## config.mk

```make
export PLATFORM = sky130hd
export DESIGN_NAME = snir_regs
export DESIGN_NICKNAME = d
export VERILOG_FILES = /design/src/snir_pkg.sv /design/src/snir_line_cond.sv /design/src/snir_regs.sv
export SDC_FILE = /design/constraint.sdc
export NUM_CORES = 1
export LEC_CHECK = 0
export BUFFER_PORTS_ARGS = -buffer_cell sky130_fd_sc_hd__buf_4
export CAP_MARGIN = 20
export CORE_AREA = 2 2 108 110
export CTS_CLUSTER_SIZE = 25
export DETAILED_ROUTE_END_ITERATION = 8
export DIE_AREA = 0 0 110 112
export PLACE_DENSITY = 0.79
export SLEW_MARGIN = 20
export SYNTH_ARGS = -nofsm -noshare
export SYNTH_HDL_FRONTEND = slang
export SYNTH_SLANG_ARGS = --single-unit
```

## constraint.sdc

```tcl
create_clock -name i_ref_clk -period 5.1 [get_ports i_ref_clk]
set_clock_uncertainty 0.1 [all_clocks]
set_input_delay 0.765 -clock i_ref_clk [delete_from_list [all_inputs] [get_ports i_ref_clk]]
set_output_delay 0.765 -clock i_ref_clk [all_outputs]
set_load 0.02 [all_outputs]
```

## src/snir_pkg.sv

```systemverilog
// Package: register map, field layout, reset values and types for snir
package snir_pkg;

  // ------------------------------------------------------------------
  // Register offsets (pointer values)
  // ------------------------------------------------------------------
  localparam logic [7:0] OFS_CAL = 8'h15;
  localparam logic [7:0] OFS_NF1 = 8'h16;
  localparam logic [7:0] OFS_NF2 = 8'h17;
  localparam logic [7:0] OFS_NF3 = 8'h18;
  localparam logic [7:0] OFS_MAKER = 8'h1E;
  localparam logic [7:0] OFS_PART = 8'h1F;
  localparam logic [7:0] OFS_MAKER_ALIAS = 8'hFE;
  localparam logic [7:0] OFS_PART_ALIAS = 8'hFF;

  // ------------------------------------------------------------------
  // Field positions
  // ------------------------------------------------------------------
  localparam int FLD_NF_LSB = 8;
  localparam int FLD_HYST_LSB = 0;
  localparam int FLD_ID_LSB = 8;
  localparam int FLD_CAL_MULT_LSB = 1;
  localparam int CAL_VOID_BIT = 0;

  // ------------------------------------------------------------------
  // Reset values
  // ------------------------------------------------------------------
  localparam logic [15:0] RST_CAL = 16'h0000;
  localparam logic [7:0] RST_NF = 8'h00;
  localparam logic [7:0] RST_HYST = 8'h00;

  // ------------------------------------------------------------------
  // Types
  // ------------------------------------------------------------------
  typedef enum logic [2:0] {
    ST_IDLE,
    ST_RX,
    ST_RX_ACK,
    ST_TX,
    ST_TX_ACK
  } snir_state_e;

  typedef enum logic [1:0] {
    PH_ADDR,
    PH_PTR,
    PH_WMSB,
    PH_WLSB
  } snir_phase_e;

  typedef struct packed {
    logic start;
    logic stop;
    logic scl_rise;
    logic scl_fall;
    logic sda;
  } snir_line_s;

endpackage

```

## src/snir_line_cond.sv

```systemverilog
// Two-wire line event detector: start, stop and clock edges
`timescale 1ns/10ps
`default_nettype none
module snir_line_cond (
  input wire logic i_ref_clk,
  input wire logic i_nrst,
  input wire logic i_scl,
  input wire logic i_sda,
  output snir_pkg::snir_line_s o_ev
);

  logic scl_q;
  logic sda_q;

  // Idle bus level is high, so both history flops reset high
  always_ff @(posedge i_ref_clk or negedge i_nrst) begin
    if (!i_nrst) begin
      scl_q <= 1'b1;
      sda_q <= 1'b1;
    end else begin
      scl_q <= i_scl;
      sda_q <= i_sda;
    end
  end

  assign o_ev.start = scl_q & i_scl & sda_q & ~i_sda;
  assign o_ev.stop = scl_q & i_scl & ~sda_q & i_sda;
  assign o_ev.scl_rise = ~scl_q & i_scl;
  assign o_ev.scl_fall = scl_q & ~i_scl;
  assign o_ev.sda = i_sda;

endmodule
`default_nettype wire

```

## src/snir_regs.sv

```systemverilog
// Ideality, hysteresis, calibration and identity registers on two-wire bus
`timescale 1ns/10ps
`default_nettype none
// How it works
// [RULE1] Calibration bit 0 always reads zero; writing one there does nothing.
// [RULE2] Register 16h holds channel one ideality factor in bits 15..8.
// [RULE3] Register 16h bits 7..0 hold binary hysteresis, 0.5 C per count.
// [RULE4] Register 17h holds channel two ideality factor in its upper byte.
// [RULE5] Register 18h exists only on the three-channel build, upper byte.
// [RULE6] Maker code sits in bits 15..8, readable at 1Eh and FEh.
// [RULE7] Part code sits in bits 15..8, readable at 1Fh and FFh.
// [RULE8] Calculations use calibration bits 15..1 only, never bit 0.
// [RULE9] Writes to identity registers or their aliases are ignored.
module snir_regs #(
  parameter int NUM_REMOTE = 3,
  parameter logic [6:0] DEV_ADDR = 7'h5C,
  // Arbitrary identity values
  parameter logic [7:0] MAKER_CODE = 8'h5A,
  parameter logic [7:0] PART_CODE = 8'hA5
) (
  input wire logic i_ref_clk,
  input wire logic i_nrst,
  input wire logic i_scl,
  input wire logic i_sda,
  output logic o_sda,
  output logic o_sda_oe,
  output logic [14:0] o_cal_multiplier,
  output logic [7:0] o_ideality_factor_1,
  output logic [7:0] o_ideality_factor_2,
  output logic [7:0] o_ideality_factor_3,
  output logic [7:0] o_temp_hysteresis
);

  if (!(NUM_REMOTE == 2 || NUM_REMOTE == 3)) begin : g_chk
    $error("NUM_REMOTE must be 2 or 3");
  end

  // ------------------------------------------------------------------
  // Register read decode
  // ------------------------------------------------------------------
  function automatic logic [15:0] read_word(input logic [7:0] ptr,
      input logic [15:0] cal, input logic [7:0] nf1, input logic [7:0] hy,
      input logic [7:0] nf2, input logic [7:0] nf3);
    logic [15:0] w;
    w = 16'h0000;
    if (ptr == snir_pkg::OFS_CAL) begin
      w = cal;
    end else if (ptr == snir_pkg::OFS_NF1) begin
      w = {nf1, hy};
    end else if (ptr == snir_pkg::OFS_NF2) begin
      w = {nf2, 8'h00};
    end else if (ptr == snir_pkg::OFS_NF3 && NUM_REMOTE == 3) begin
      w = {nf3, 8'h00};
    end else if (ptr == snir_pkg::OFS_MAKER ||
        ptr == snir_pkg::OFS_MAKER_ALIAS) begin
      w = {MAKER_CODE, 8'h00}; // [RULE6]
    end else if (ptr == snir_pkg::OFS_PART ||
        ptr == snir_pkg::OFS_PART_ALIAS) begin
      w = {PART_CODE, 8'h00}; // [RULE7]
    end
    return w;
  endfunction

  snir_pkg::snir_line_s ev;
  snir_pkg::snir_state_e state_q;
  snir_pkg::snir_phase_e phase_q;
  logic [3:0] cnt_q;
  logic [7:0] sh_q;
  logic [7:0] hold_q;
  logic [7:0] ptr_q;
  logic rd_q;
  logic lo_q;
  logic nack_q;
  logic [15:0] word_q;
  logic [7:0] tx_q;
  logic [15:0] cal_q;
  logic [7:0] nf1_q;
  logic [7:0] hyst_q;
  logic [7:0] nf2_q;
  logic [7:0] nf3_q;

  snir_line_cond u_line (
    .i_ref_clk(i_ref_clk),
    .i_nrst(i_nrst),
    .i_scl(i_scl),
    .i_sda(i_sda),
    .o_ev(ev)
  );

  // ------------------------------------------------------------------
  // Byte framing decode
  // ------------------------------------------------------------------
  wire byte_done = (state_q == snir_pkg::ST_RX) && ev.scl_fall &&
      (cnt_q == 4'h8);
  wire addr_hit = (sh_q[7:1] == DEV_ADDR);
  wire reg_wr = byte_done && (phase_q == snir_pkg::PH_WLSB);
  wire [15:0] wr_data = {hold_q, sh_q};
  wire [15:0] rd_word = read_word(ptr_q, cal_q, nf1_q, hyst_q, nf2_q, nf3_q);
  wire tx_next = (state_q == snir_pkg::ST_TX_ACK) && ev.scl_fall && !nack_q;
  wire tx_first = (state_q == snir_pkg::ST_RX_ACK) && ev.scl_fall &&
      (phase_q == snir_pkg::PH_ADDR) && rd_q;

  assign o_sda = 1'b0;
  assign o_sda_oe = (state_q == snir_pkg::ST_RX_ACK) ||
      ((state_q == snir_pkg::ST_TX) && !tx_q[7]);

  // ------------------------------------------------------------------
  // Serial engine
  // ------------------------------------------------------------------
  always_ff @(posedge i_ref_clk or negedge i_nrst) begin
    if (!i_nrst) begin
      state_q <= snir_pkg::ST_IDLE;
      phase_q <= snir_pkg::PH_ADDR;
      cnt_q <= 4'h0;
      sh_q <= 8'h00;
      hold_q <= 8'h00;
      ptr_q <= 8'h00;
      rd_q <= 1'b0;
      lo_q <= 1'b0;
      nack_q <= 1'b0;
      word_q <= 16'h0000;
      tx_q <= 8'hFF;
    end else if (ev.start) begin
      state_q <= snir_pkg::ST_RX;
      phase_q <= snir_pkg::PH_ADDR;
      cnt_q <= 4'h0;
    end else if (ev.stop) begin
      state_q <= snir_pkg::ST_IDLE;
    end else begin
      unique case (state_q)
        snir_pkg::ST_IDLE: begin
          cnt_q <= 4'h0;
        end
        snir_pkg::ST_RX: begin
          if (ev.scl_rise) begin
            sh_q <= {sh_q[6:0], ev.sda};
            cnt_q <= cnt_q + 4'h1;
          end else if (byte_done) begin
            state_q <= snir_pkg::ST_RX_ACK;
            unique case (phase_q)
              snir_pkg::PH_ADDR: begin
                rd_q <= sh_q[0];
                if (!addr_hit) begin
                  state_q <= snir_pkg::ST_IDLE;
                end
              end
              snir_pkg::PH_PTR: ptr_q <= sh_q;
              snir_pkg::PH_WMSB: hold_q <= sh_q;
              snir_pkg::PH_WLSB: hold_q <= hold_q;
            endcase
          end
        end
        snir_pkg::ST_RX_ACK: begin
          if (ev.scl_fall) begin
            cnt_q <= 4'h0;
            if (tx_first) begin
              state_q <= snir_pkg::ST_TX;
              word_q <= rd_word;
              tx_q <= rd_word[15:8];
              lo_q <= 1'b0;
            end else begin
              state_q <= snir_pkg::ST_RX;
              unique case (phase_q)
                snir_pkg::PH_ADDR: phase_q <= snir_pkg::PH_PTR;
                snir_pkg::PH_PTR: phase_q <= snir_pkg::PH_WMSB;
                snir_pkg::PH_WMSB: phase_q <= snir_pkg::PH_WLSB;
                snir_pkg::PH_WLSB: phase_q <= snir_pkg::PH_WMSB;
              endcase
            end
          end
        end
        snir_pkg::ST_TX: begin
          if (ev.scl_fall) begin
            if (cnt_q == 4'h7) begin
              state_q <= snir_pkg::ST_TX_ACK;
              tx_q <= 8'hFF;
            end else begin
              tx_q <= {tx_q[6:0], 1'b1};
              cnt_q <= cnt_q + 4'h1;
            end
          end
        end
        snir_pkg::ST_TX_ACK: begin
          if (ev.scl_rise) begin
            nack_q <= ev.sda;
          end else if (ev.scl_fall) begin
            cnt_q <= 4'h0;
            // Host ack keeps streaming the same word, MSB then LSB
            if (tx_next) begin
              state_q <= snir_pkg::ST_TX;
              tx_q <= lo_q ? word_q[15:8] : word_q[7:0];
              lo_q <= ~lo_q;
            end else begin
              state_q <= snir_pkg::ST_IDLE;
            end
          end
        end
      endcase
    end
  end

  // ------------------------------------------------------------------
  // Register bank
  // ------------------------------------------------------------------
  // Identity offsets fall through every branch, so writes there vanish
  always_ff @(posedge i_ref_clk or negedge i_nrst) begin
    if (!i_nrst) begin
      cal_q <= snir_pkg::RST_CAL;
      nf1_q <= snir_pkg::RST_NF;
      hyst_q <= snir_pkg::RST_HYST;
      nf2_q <= snir_pkg::RST_NF;
      nf3_q <= snir_pkg::RST_NF;
    end else if (reg_wr) begin // [RULE9]
      if (ptr_q == snir_pkg::OFS_CAL) begin
        cal_q <= {wr_data[15:1], 1'b0}; // [RULE1]
      end
      if (ptr_q == snir_pkg::OFS_NF1) begin
        nf1_q <= wr_data[15:8]; // [RULE2]
        hyst_q <= wr_data[7:0]; // [RULE3]
      end
      if (ptr_q == snir_pkg::OFS_NF2) begin
        nf2_q <= wr_data[15:8]; // [RULE4]
      end
      if (ptr_q == snir_pkg::OFS_NF3 && NUM_REMOTE == 3) begin
        nf3_q <= wr_data[15:8]; // [RULE5]
      end
    end
  end

  assign o_cal_multiplier = cal_q[15:snir_pkg::FLD_CAL_MULT_LSB]; // [RULE8]
  assign o_ideality_factor_1 = nf1_q;
  assign o_temp_hysteresis = hyst_q;
  assign o_ideality_factor_2 = nf2_q;
  assign o_ideality_factor_3 = nf3_q;

  wire wr_id = reg_wr && (ptr_q == snir_pkg::OFS_MAKER ||
      ptr_q == snir_pkg::OFS_PART || ptr_q == snir_pkg::OFS_MAKER_ALIAS ||
      ptr_q == snir_pkg::OFS_PART_ALIAS);
endmodule
`default_nettype wire

```

# Word-level counts from Yosys, hierarchy flattened
# Index checks and enable logic that the tools add are counted.
# Widths: inputs -> output; s select.
[word_totals] register_bits=109
[classes] muxes=49 bitwise=15 n_addsub=1 reduce_logical=37 n_eq_ne=37
[op_table] operator="$mux 16" n=6
[op_table] operator="$mux 8" n=8
[op_table] operator="$eq 8x5->1 const B" n=6
[op_table] operator="$mux 4" n=7
[op_table] operator="$mux 3" n=9
[op_table] operator="$ne 4x4->1 const B" n=6
[op_table] operator="$pmux 8 s3" n=1
[op_table] operator="$pmux 4 s5" n=1
[op_table] operator="$mux 2" n=9
[op_table] operator="$reduce_and 6->1" n=3
[op_table] operator="$eq 8x8->1 const B" n=2
[op_table] operator="$reduce_and 8->1" n=2
[op_table] operator="$ne 2x2->1 const B" n=7
[op_table] operator="$ne 3x3->1 const B" n=4
[op_table] operator="$pmux 3 s4" n=1
[op_table] operator="$reduce_and 4->1" n=3
[op_table] operator="$reduce_and 5->1" n=2
[op_table] operator="$logic_and 1x1->1" n=9
[op_table] operator="$reduce_and 9->1" n=1
[op_table] operator="$not 1->1" n=8
[op_table] operator="$reduce_and 2->1" n=4
[op_table] operator="$and 1x1->1" n=7
[op_table] operator="$eq 7x7->1 const B" n=1
[op_table] operator="$eq 3x2->1 const B" n=2
[op_table] operator="other kinds (20)" n=30

# Logic depth before layout (Yosys ltp)
# Gate-level depths: netlist of run 1.
[depth] depth_word=11 mapped_depth=9 depth_no_buf=7

# Cells and area by module
# A second synthesis of run 1 with hierarchy kept.
[unflattened] cells_unflattened=467 area_unflattened_um2=5278.8
[by_module_without_submodules] mod="snir_regs" n_inst=1 area_each_um2=5183.7 cells_each=460
[by_module_without_submodules] mod="snir_line_cond" n_inst=1 area_each_um2=95.1 cells_each=7

# Worst setup path before layout of run 1
# OpenSTA, ideal clock, no wires.
[synth_path] path_type="input to register" start="input port i_scl" end="register tx_q[2]" setup_slack_ns=2.698 path_buffers=2 required_ns=4.927 cell_stages=7 arrival_ns=2.229 path_cell_list="buf_2 nor2b_1 or3_4 a2111oi_4 buf_6 nor2_1 a21oi_1"
[synth_via] elab_chain_cells=7
[synth_lines] item="from (decl)" line="snir_regs.sv:23" source="input wire logic i_scl,"
[synth_lines] item="$not 1->1" line="snir_line_cond.sv:29" source="assign o_ev.scl_fall = scl_q & ~i_scl;"
[synth_lines] item="$and 1x1->1" line="snir_line_cond.sv:29"
[synth_lines] item="$logic_and 1x1->1 (2 in series)" line="snir_regs.sv:100" source="wire tx_first = (state_q == snir_pkg::ST_RX_ACK) && ev.scl_fall &&"
[synth_lines] item="$logic_and 1x1->1" line="snir_regs.sv:101" source="(phase_q == snir_pkg::PH_ADDR) && rd_q;"
[synth_lines] item="$ne 2x2->1 (no line)"
[synth_lines] item="$reduce_and 9->1 (no line) *"
[synth_lines] item="to (signal assigned)" line="snir_regs.sv:159" source="tx_q <= rd_word[15:8];"
[synth_lines] item="to (signal assigned)" line="snir_regs.sv:178" source="tx_q <= {tx_q[6:0], 1'b1};"
[synth_lines] item="to (signal assigned)" line="snir_regs.sv:191" source="tx_q <= lo_q ? word_q[15:8] : word_q[7:0];"
[synth_lines] item="to (decl)" line="snir_regs.sv:75" source="logic [7:0] tx_q;"
# Every way passes the cells marked *; elsewhere a longest branch is shown, timed or not.
# A chain may end at the register's enable or synchronous reset.

# Final worst setup path of run 1
[layout_path] start="register u_line.scl_q" end="register word_q[15]"
[layout_via] elab_chain_cells=5
[layout_lines] item="from (decl)" line="snir_line_cond.sv:12" source="logic scl_q;"
[layout_lines] item="from (signal assigned)" line="snir_line_cond.sv:21" source="scl_q <= i_scl;"
[layout_lines] item="$and 1x1->1, on equally long branches" line="snir_line_cond.sv:26, snir_line_cond.sv:27, snir_line_cond.sv:29"
[layout_lines] item="$and 1x1->1 (tied with other cells) (2 in series)" line="snir_line_cond.sv:26" source="assign o_ev.start = scl_q & i_scl & sda_q & ~i_sda;"
[layout_lines] item="$not 1->1 (no line) / $logic_and 1x1->1 (equally long branches)"
[layout_lines] item="$reduce_and 5->1 (no line) *"
[layout_lines] item="to (signal assigned)" line="snir_regs.sv:158" source="word_q <= rd_word;"
[layout_lines] item="to (decl)" line="snir_regs.sv:74" source="logic [15:0] word_q;"
# Marked as above.

==> out/qor.txt, run 1 <==
synthesized area per cell -> 11.3 um^2
DRC marker count from the first detailed-route iteration -> 342
count of buffers inserted at the top-level ports -> 51
peak ir drop on the vdd network -> 0.195 mV
fin crit period -> 2710 ps
count of vias placed by the detailed router -> 4038
post-route design area -> 6150 um^2
most frequent standard cell in the layout excluding fill and tap cells -> dfrtp_1
number of inserted filler cells in the final layout -> 914
outcome -> complete, no violations
Horiz. Die Dim -> 110 um
Nets -> 522
multiplexer fraction of the synthesized cell area -> 0.174
Routed met1 length -> 5620 um
number of CTS-inserted buffers -> 9
pin count of the biggest net entering global routing -> 62
critical path type -> flop to flop
Placeable Area -> 11200 um^2
initial core utilization -> 0.484
die area -> 12300 um^2
launching element type of the critical path -> flop
io pins -> 53
class of the tightest hold or removal check -> input pin to async pin
wire length of the first global-routing pass -> 20900 um
Register-to-Register Path Depth -> 5
leakage power summed over all cells -> 2.83 nW
post-detailed-route count of antenna-violating nets -> 0
final-report setup violation count -> 0
commonest cells after routing, fill and taps aside -> dfrtp_1, mux2_2, buf_4, nand2_1, o21ai_0
number of max-capacitance violations reported -> 0
Total Routed Length -> 12900 um
total placed instance area -> 5850 um^2
buffer depth of the longest clock path -> 2
complex-gate fraction of the synthesized area -> 0.146
post-cts gate resize count -> 0
Synth cell types -> 70
buffers inserted by post-CTS timing repair -> 0
stage delay of the slowest cell on the critical path -> 630 ps
H-tree levels -> 3
Final Hold Violating Endpoints -> 0
Critical R2R Launch -> u_line.scl_q$_DFF_PN1_
type of element capturing the critical path -> flop
remaining routing DRC violations -> 0
final-report max-slew violation count -> 0
post-synth design cell area -> 5410 um^2
number of flip-flops in the largest register -> 16
cell type of the slowest stage on the worst timing path -> dfstp_2
wire length on met3 -> 629 um
growth of design area from synthesis to finish -> 13.6%
Highest Signal Layer -> met4
largest registers -> word_q (16), cal_q (15)
total routing resource utilization after global routing -> 0.222
via count of the first global-routing pass -> 3809
maximum fanout along the worst path -> 33
Mapped Nets -> 483
period utilisation layout -> 0.531
detail-routed via count per cell -> 6.08
largest register by flop count -> word_q
ANT cells -> 0
Detailed Routing Iterations Pass 1 -> 5
TritonCTS clock tree -> built
Post-CTS Hold Fix Bufs -> 0
number of placement rows -> 39
largest family of logic cells by synthesized area -> multiplexers
Worst R2R Setup Slack -> 2390 ps
Clk Latency, worst-skew pair -> 350 ps
share of synthesized flip-flops with an asynchronous set or reset -> 1.00
Worst EP required -> 5190 ps
clock tree sinks -> 109
headroom to the max-slew limit -> 0.376
YS warnings -> 0
Die Span Y -> 112 um
gate count after technology mapping -> 477
series of cell instances along the critical path -> nor2b_1, and3_1, nand2_1, a221oi_1, o22ai_1
HPWL after detailed placement -> 9080 um
fraction of the mapped netlist area in simple logic gates -> 0.135
initial antenna violation count -> 0
Critical R2R Capture -> word_q[15]$_DFFE_PN0P_
unrepaired setup endpoints after global routing -> false
sequential-to-total area share from yosys stat -> 0.506
share of the synthesized netlist area taken by xor and xnor gates -> 0.00162
commonest register cell after synthesis -> dfrtp_1
clock root cell -> clkbuf_16
ratio of cells with drive above 1 in the final layout -> 0.317
routed wire length per instance -> 19.5 um
final total negative setup slack -> 0 ps
maximum operating frequency -> 369 MHz
crit path DAT -> 2800 ps
slew of the pin with the lowest slew margin -> 937 ps
routed length on met2 -> 6370 um
remaining global-route overflow -> 0
Routability Congestion -> 0.950
clock transition at the register clock pins on the worst setup and hold paths after CTS -> 70 ps
Post-Synth Adder-Cell Area -> 0.00462
Seq cells post-synth -> 109
crit path buf inv count -> 0
cell type group with the largest total delay on the critical path -> simple AND/OR/NAND/NOR gates
number of enable flip-flop cells after synthesis -> 0
Power per Cell Area -> 310 nW/um^2
[logic make-up after synthesis]
group | count (synthesis)
buffers and inverters | 33
other | 1
AO/OA/AOI/OAI | 118
AND/OR/NAND/NOR | 128
multiplexers | 85
adder cells (fa/ha/maj) | 2
XOR/XNOR | 1
flip-flops | 109
[Yosys cell counts, types with 3 or more instances]
| cell type | instances | area (um^2) |
|---|---|---|
| nand4_1 | 4 | 25.0 |
| o22a_1 | 3 | 26.3 |
| mux2_2 | 70 | 788 |
| o211ai_1 | 4 | 30.0 |
| dfrtp_1 | 99 | 2480 |
| a22oi_1 | 7 | 52.6 |
| buf_2 | 8 | 40.0 |
| nor2b_1 | 6 | 37.5 |
| clkbuf_1 | 10 | 37.5 |
| nor2_1 | 24 | 90.1 |
| nand3_1 | 5 | 25.0 |
| o22ai_1 | 9 | 56.3 |
| nand2_1 | 44 | 165 |
| o21ai_0 | 32 | 160 |
| a31oi_1 | 12 | 75.1 |
| a221o_1 | 3 | 30.0 |
| and3_1 | 7 | 43.8 |
| a21o_1 | 4 | 30.0 |
| nand2b_1 | 6 | 37.5 |
| nand3b_1 | 4 | 30.0 |
| a21oi_1 | 20 | 100 |
| buf_6 | 4 | 45.0 |
| mux2_1 | 4 | 45.0 |
| a32o_1 | 3 | 30.0 |
| dfstp_2 | 10 | 263 |
| mux2i_1 | 11 | 110 |
| inv_1 | 9 | 33.8 |
[layer usage]
metal / up-vias / GRT usage
li1: 1840 / -
met3: 24 / 0.0345
met4: 0 / 0.0709
met2: 130 / 0.347
met5: - / 0
met1: 2044 / 0.317
[stage by stage]
| stage | cells | worst slack (ps) | hold WS, ps | utilization | total power (W) |
|---|---|---|---|---|---|
| 2_1_floorplan | 477 | 2700 | 349 | - | 0.00114 |
| 4_1_cts | 664 | 2420 | 390 | 0.550 | 0.00192 |
| 6_report | 664 | 2390 | 383 | 0.550 | 0.00191 |
| 5_1_grt | 664 | 2180 | 417 | 0.550 | 0.00198 |
| 3_3_place_gp | 648 | 2220 | 363 | 0.523 | 0.00121 |
| 3_5_place_dp | 648 | 2200 | 374 | 0.523 | 0.00122 |
[worst register-to-register path, stage by stage (launching register included)]
cell,delay [ps]
dfstp_2,630
nor2b_1,400
and3_1,300
nand2_1,540
a221oi_1,440
o22ai_1,140
[layout make-up]
type / instances / area (um^2) / share of cell area
sequential: 109 / 2740 / 0.446
multi-input combinational: 335 / 2500 / 0.407
timing repair buffer: 52 / 390 / 0.0635
clock buffer: 11 / 243 / 0.0395
tap: 143 / 179 / 0.0291
clock inverter: 5 / 60.1 / 0.00977
inverter: 9 / 33.8 / 0.00549
[how the worst max path moves through the flow]
stage                           start                      to  slack (ps)  depth (start not counted)
3_5_place_dp                    i_scl     tx_q[0]$_DFFE_PN1P_        2200                          6
4_1_cts        u_line.scl_q$_DFF_PN1_  word_q[15]$_DFFE_PN0P_        2420                          5
5_1_grt        u_line.scl_q$_DFF_PN1_  word_q[15]$_DFFE_PN0P_        2180                          5
6_report       u_line.scl_q$_DFF_PN1_  word_q[15]$_DFFE_PN0P_        2390                          5
2_1_floorplan                   i_scl     tx_q[2]$_DFFE_PN1P_        2700                          7
3_3_place_gp                    i_scl     tx_q[0]$_DFFE_PN1P_        2220                          6
[power by group]
part / switching [W] / internal [W]
Sequential: 0.000106 / 0.000945
Clock: 0.000310 / 0.000395
Combinational: 0.0000800 / 0.0000716
Total: 0.000496 / 0.00141
Power figures use the tool's default switching activity.
==> run 2: changes to the inputs <==
--- a/config.mk
+++ b/config.mk
@@ -5,12 +5,13 @@
 export SDC_FILE = /design/constraint.sdc
 export NUM_CORES = 1
 export LEC_CHECK = 0
+export ABC_AREA = 1
 export BUFFER_PORTS_ARGS = -buffer_cell sky130_fd_sc_hd__buf_4
 export CAP_MARGIN = 20
-export CORE_AREA = 2 2 108 110
+export CORE_AREA = 2 2 106 108
 export CTS_CLUSTER_SIZE = 25
 export DETAILED_ROUTE_END_ITERATION = 8
-export DIE_AREA = 0 0 110 112
+export DIE_AREA = 0 0 108 110
 export PLACE_DENSITY = 0.79
 export SLEW_MARGIN = 20
 export SYNTH_ARGS = -nofsm -noshare
==> constraint.sdc (replaced) <==
create_clock -name i_ref_clk -period 2.8 [get_ports i_ref_clk]
set_clock_uncertainty 0.1 [all_clocks]
set_input_delay 0.42 -clock i_ref_clk [delete_from_list [all_inputs] [get_ports i_ref_clk]]
set_output_delay 0.42 -clock i_ref_clk [all_outputs]
set_load 0.02 [all_outputs]
==> run 2 against run 1 <==
First-iteration DRC count is 24% lower. Via count rose by 11%. Core utilization increased by 0.65 points. Global-route usage up 1.2 points. Flip-flop and latch count is the same. Worst hold slack lost 340 ps. Sequential power is 96% higher. Power increased by 120%. Area after synthesis is 3.0% lower. Clock-buffer cell count is 1 lower. Sequential share of layout area up 1.4 points. Critical path type is now flop to primary output. Critical endpoint is now o_sda_oe. Highest routed layer unchanged.
==> out/qor.txt, run 2 <==
peak ir drop on the vdd network -> 0.435 mV (+120%)
clock root cell -> clkbuf_8
maximum fanout along the worst path -> 8 (-76%)
final-report max-slew violation count -> 0 (unchanged)
gate count after technology mapping -> 639 (+34%)
crit path DAT -> 1740 ps (-1060 ps)
type of element capturing the critical path -> primary output
remaining routing DRC violations -> 0 (unchanged)
Power per Cell Area -> 697 nW/um^2 (+120%)
commonest cells after routing, fill and taps aside -> nand2_1, dfrtp_1, nor2_1, o21ai_0, inv_1
class of the tightest hold or removal check -> input pin to flop
total placed instance area -> 5730 um^2 (-2.0%)
cells taking the most area after synthesis -> dfrtp_1, nand2_1, o21ai_0
final-report setup violation count -> 0 (unchanged)
number of CTS-inserted buffers -> 9 (unchanged)
buffer depth of the longest clock path -> 2 (unchanged)
Post-CTS Hold Fix Bufs -> 1 (+1)
remaining global-route overflow -> 0 (unchanged)
Final Hold Violating Endpoints -> 0 (unchanged)
leakage power summed over all cells -> 2.79 nW (-1.3%)
H-tree levels -> 3 (unchanged)
Placeable Area -> 10700 um^2 (-4.3%)
critical path type -> flop to primary output
clock tree sinks -> 109 (unchanged)
launching element type of the critical path -> flop
Pwr Total -> 0.00415 W (+120%)
unrepaired setup endpoints after global routing -> false
Synth cell types -> 34 (-51%)
Routability Congestion -> 0.929 (-2.2%)
outcome -> complete, no violations
number of inserted filler cells in the final layout -> 979 (+7.1%)
leading cell types by count after synthesis -> nand2_1, dfrtp_1, nor2_1, o21ai_0, inv_1
routed wire length per instance -> 15.8 um (-19%)
Die Span Y -> 110 um (-1.8%)
wire length of the first global-routing pass -> 21200 um (+1.2%)
most frequent standard cell in the layout excluding fill and tap cells -> nand2_1
final cell count without fillers -> 831 (+25%)
cell internal pwr -> 0.00265 W (+88%)
via count of the first global-routing pass -> 4296 (+13%)
post-detailed-route count of antenna-violating nets -> 0 (unchanged)
largest register by flop count -> word_q
number of enable flip-flop cells after synthesis -> 0 (unchanged)
count of buffers inserted at the top-level ports -> 51 (unchanged)
number of placement rows -> 38 (-2.6%)
clock transition at the register clock pins on the worst setup and hold paths after CTS -> 100 ps (+30 ps)
maximum operating frequency -> 443 MHz
period utilisation layout -> 0.807
DRC marker count from the first detailed-route iteration -> 260 (-24%)
headroom to the max-slew limit -> 0.508 (+0.132)
Total Routed Length -> 13100 um (+1.4%)
number of flip-flops in the largest register -> 16 (unchanged)
ANT cells -> 0 (unchanged)
proportion of netlist area held by the largest area contributor -> 0.472 (+0.0143)
ratio of cells with drive above 1 in the final layout -> 0.178 (-0.139)
HPWL after detailed placement -> 9460 um (+4.1%)
Horiz. Die Dim -> 108 um (-1.8%)
TritonCTS clock tree -> built
share of synthesized flip-flops with an asynchronous set or reset -> 1.00 (unchanged)
Worst EP required -> 2280 ps (-2910 ps)
detail-routed via count per cell -> 5.39 (-11%)
growth of design area from synthesis to finish -> 13.4%
relative contribution of the clock network to total power -> 0.252 (-0.118)
synthesized area per cell -> 8.22 um^2 (-28%)
die area -> 11900 um^2 (-3.6%)
commonest register cell after synthesis -> dfrtp_1
final total negative setup slack -> 0 ps (unchanged)
total routing resource utilization after global routing -> 0.234 (+0.0115)
fin crit period -> 2260 ps
share of total power in combinational logic -> 0.251 (+0.171)
largest registers -> word_q (16), cal_q (15)
count leader, synth -> nand2_1
slew of the pin with the lowest slew margin -> 733 ps (-204 ps)
number of max-capacitance violations reported -> 0 (unchanged)
post-cts gate resize count -> 0 (unchanged)
Cell Count Post-Placement -> 814 (+26%)
Seq cells post-synth -> 109 (unchanged)
Nets -> 692 (+33%)
Clk Latency, worst-skew pair -> 400 ps (+50 ps)
Mapped Nets -> 645 (+34%)
sequential-to-total area share from yosys stat -> 0.522 (+0.0158)
Detailed Routing Iterations Pass 1 -> 5 (unchanged)
cell type contributing the most total cell area after synthesis -> dfrtp_1
initial antenna violation count -> 0 (unchanged)
part of the power in registers -> 0.497 (-0.054)
io pins -> 53 (unchanged)
YS warnings -> 0 (unchanged)
buffers inserted by post-CTS timing repair -> 0 (unchanged)
post-route design area -> 5960 um^2 (-3.1%)
post-synth design cell area -> 5250 um^2 (-3.0%)
switching share of total power -> 0.362 (+0.102)
count of vias placed by the detailed router -> 4482 (+11%)
initial core utilization -> 0.491 (+0.00627)
switching component of the power -> 0.00150 W (+200%)
pin count of the biggest net entering global routing -> 72 (+16%)
==> run 2: routing by layer <==
metal / GRT usage / share of wire / vias up
met3: 0.0517 / 0.060 / 29
met4: 0.0907 / 0.029 / 0
met1: 0.297 / 0.43 / 2126
met5: 0 / 0 / -
met2: 0.393 / 0.48 / 169
li1: - / - / 2158
==> run 2: power groups by stage <==
stage / Sequential [W] / Clock [W] / Combinational (W)
2_1_floorplan: 0.00201 / 0 / 0.000804
3_3_place_gp: 0.00207 / 0 / 0.000990
3_5_place_dp: 0.00208 / 0 / 0.00103
4_1_cts: 0.00206 / 0.00106 / 0.00104
5_1_grt: 0.00209 / 0.00112 / 0.00118
6_report: 0.00206 / 0.00105 / 0.00104
==> run 2: worst max-delay path: stages (launching register included) <==
cell	delay (ps)
dfrtp_1	460
inv_2	110
nand2_4	90
nor2_4	190
inv_2	120
o21ai_0	210
buf_4	180
==> run 2: path summary, 6_finish.rpt <==
check / endpoint / depth (start not counted) / slack [ps] / start
max: o_sda_oe / 6 / 540 / state_q[2]$_DFFE_PN0P_
min: u_line.scl_q$_DFF_PN1_ / 1 / 40 / i_scl
max reg2reg: tx_q[2]$_DFFE_PN1P_ / 9 / 600 / state_q[1]$_DFFE_PN0P_
min reg2reg: tx_q[0]$_DFFE_PN1P_ / 2 / 370 / tx_q[0]$_DFFE_PN1P_
max in group asynchronous: tx_q[0]$_DFFE_PN1P_ / 3 / 1380 / i_nrst
min in group asynchronous: o_ideality_factor_3[5]$_DFFE_PN0P_ / 2 / 440 / i_nrst
==> run 2: cells by family after synthesis <==
kind of cell / Yosys count / share of synthesized area
other: 1 / 0.000714
flip-flops: 109 / 0.522
adder cells (fa/ha/maj): 2 / 0.00477
AND/OR/NAND/NOR: 304 / 0.258
buffers and inverters: 87 / 0.0710
AO/OA/AOI/OAI: 136 / 0.144
==> run 2: area by class of cell <==
| class | count | area [um^2] | area share |
|---|---|---|---|
| flip-flops and latches | 109 | 2740 | 0.460 |
| multi-input cells | 443 | 2140 | 0.359 |
| repair buffers | 55 | 428 | 0.0718 |
| inverters | 68 | 256 | 0.0431 |
| well taps | 140 | 175 | 0.0294 |
| clock buffers | 10 | 138 | 0.0231 |
| clock inverters | 6 | 81.3 | 0.0137 |
==> run 2: metrics by stage <==
step                      setup WS, ps  utilization  hold slack (ps)
after floorplan                    971            -             24.4
after global placement             761        0.535              324
after detailed placement           703        0.535              334
after CTS                          544        0.557             28.5
after global routing               465        0.557             20.0
final                              542        0.557             38.8
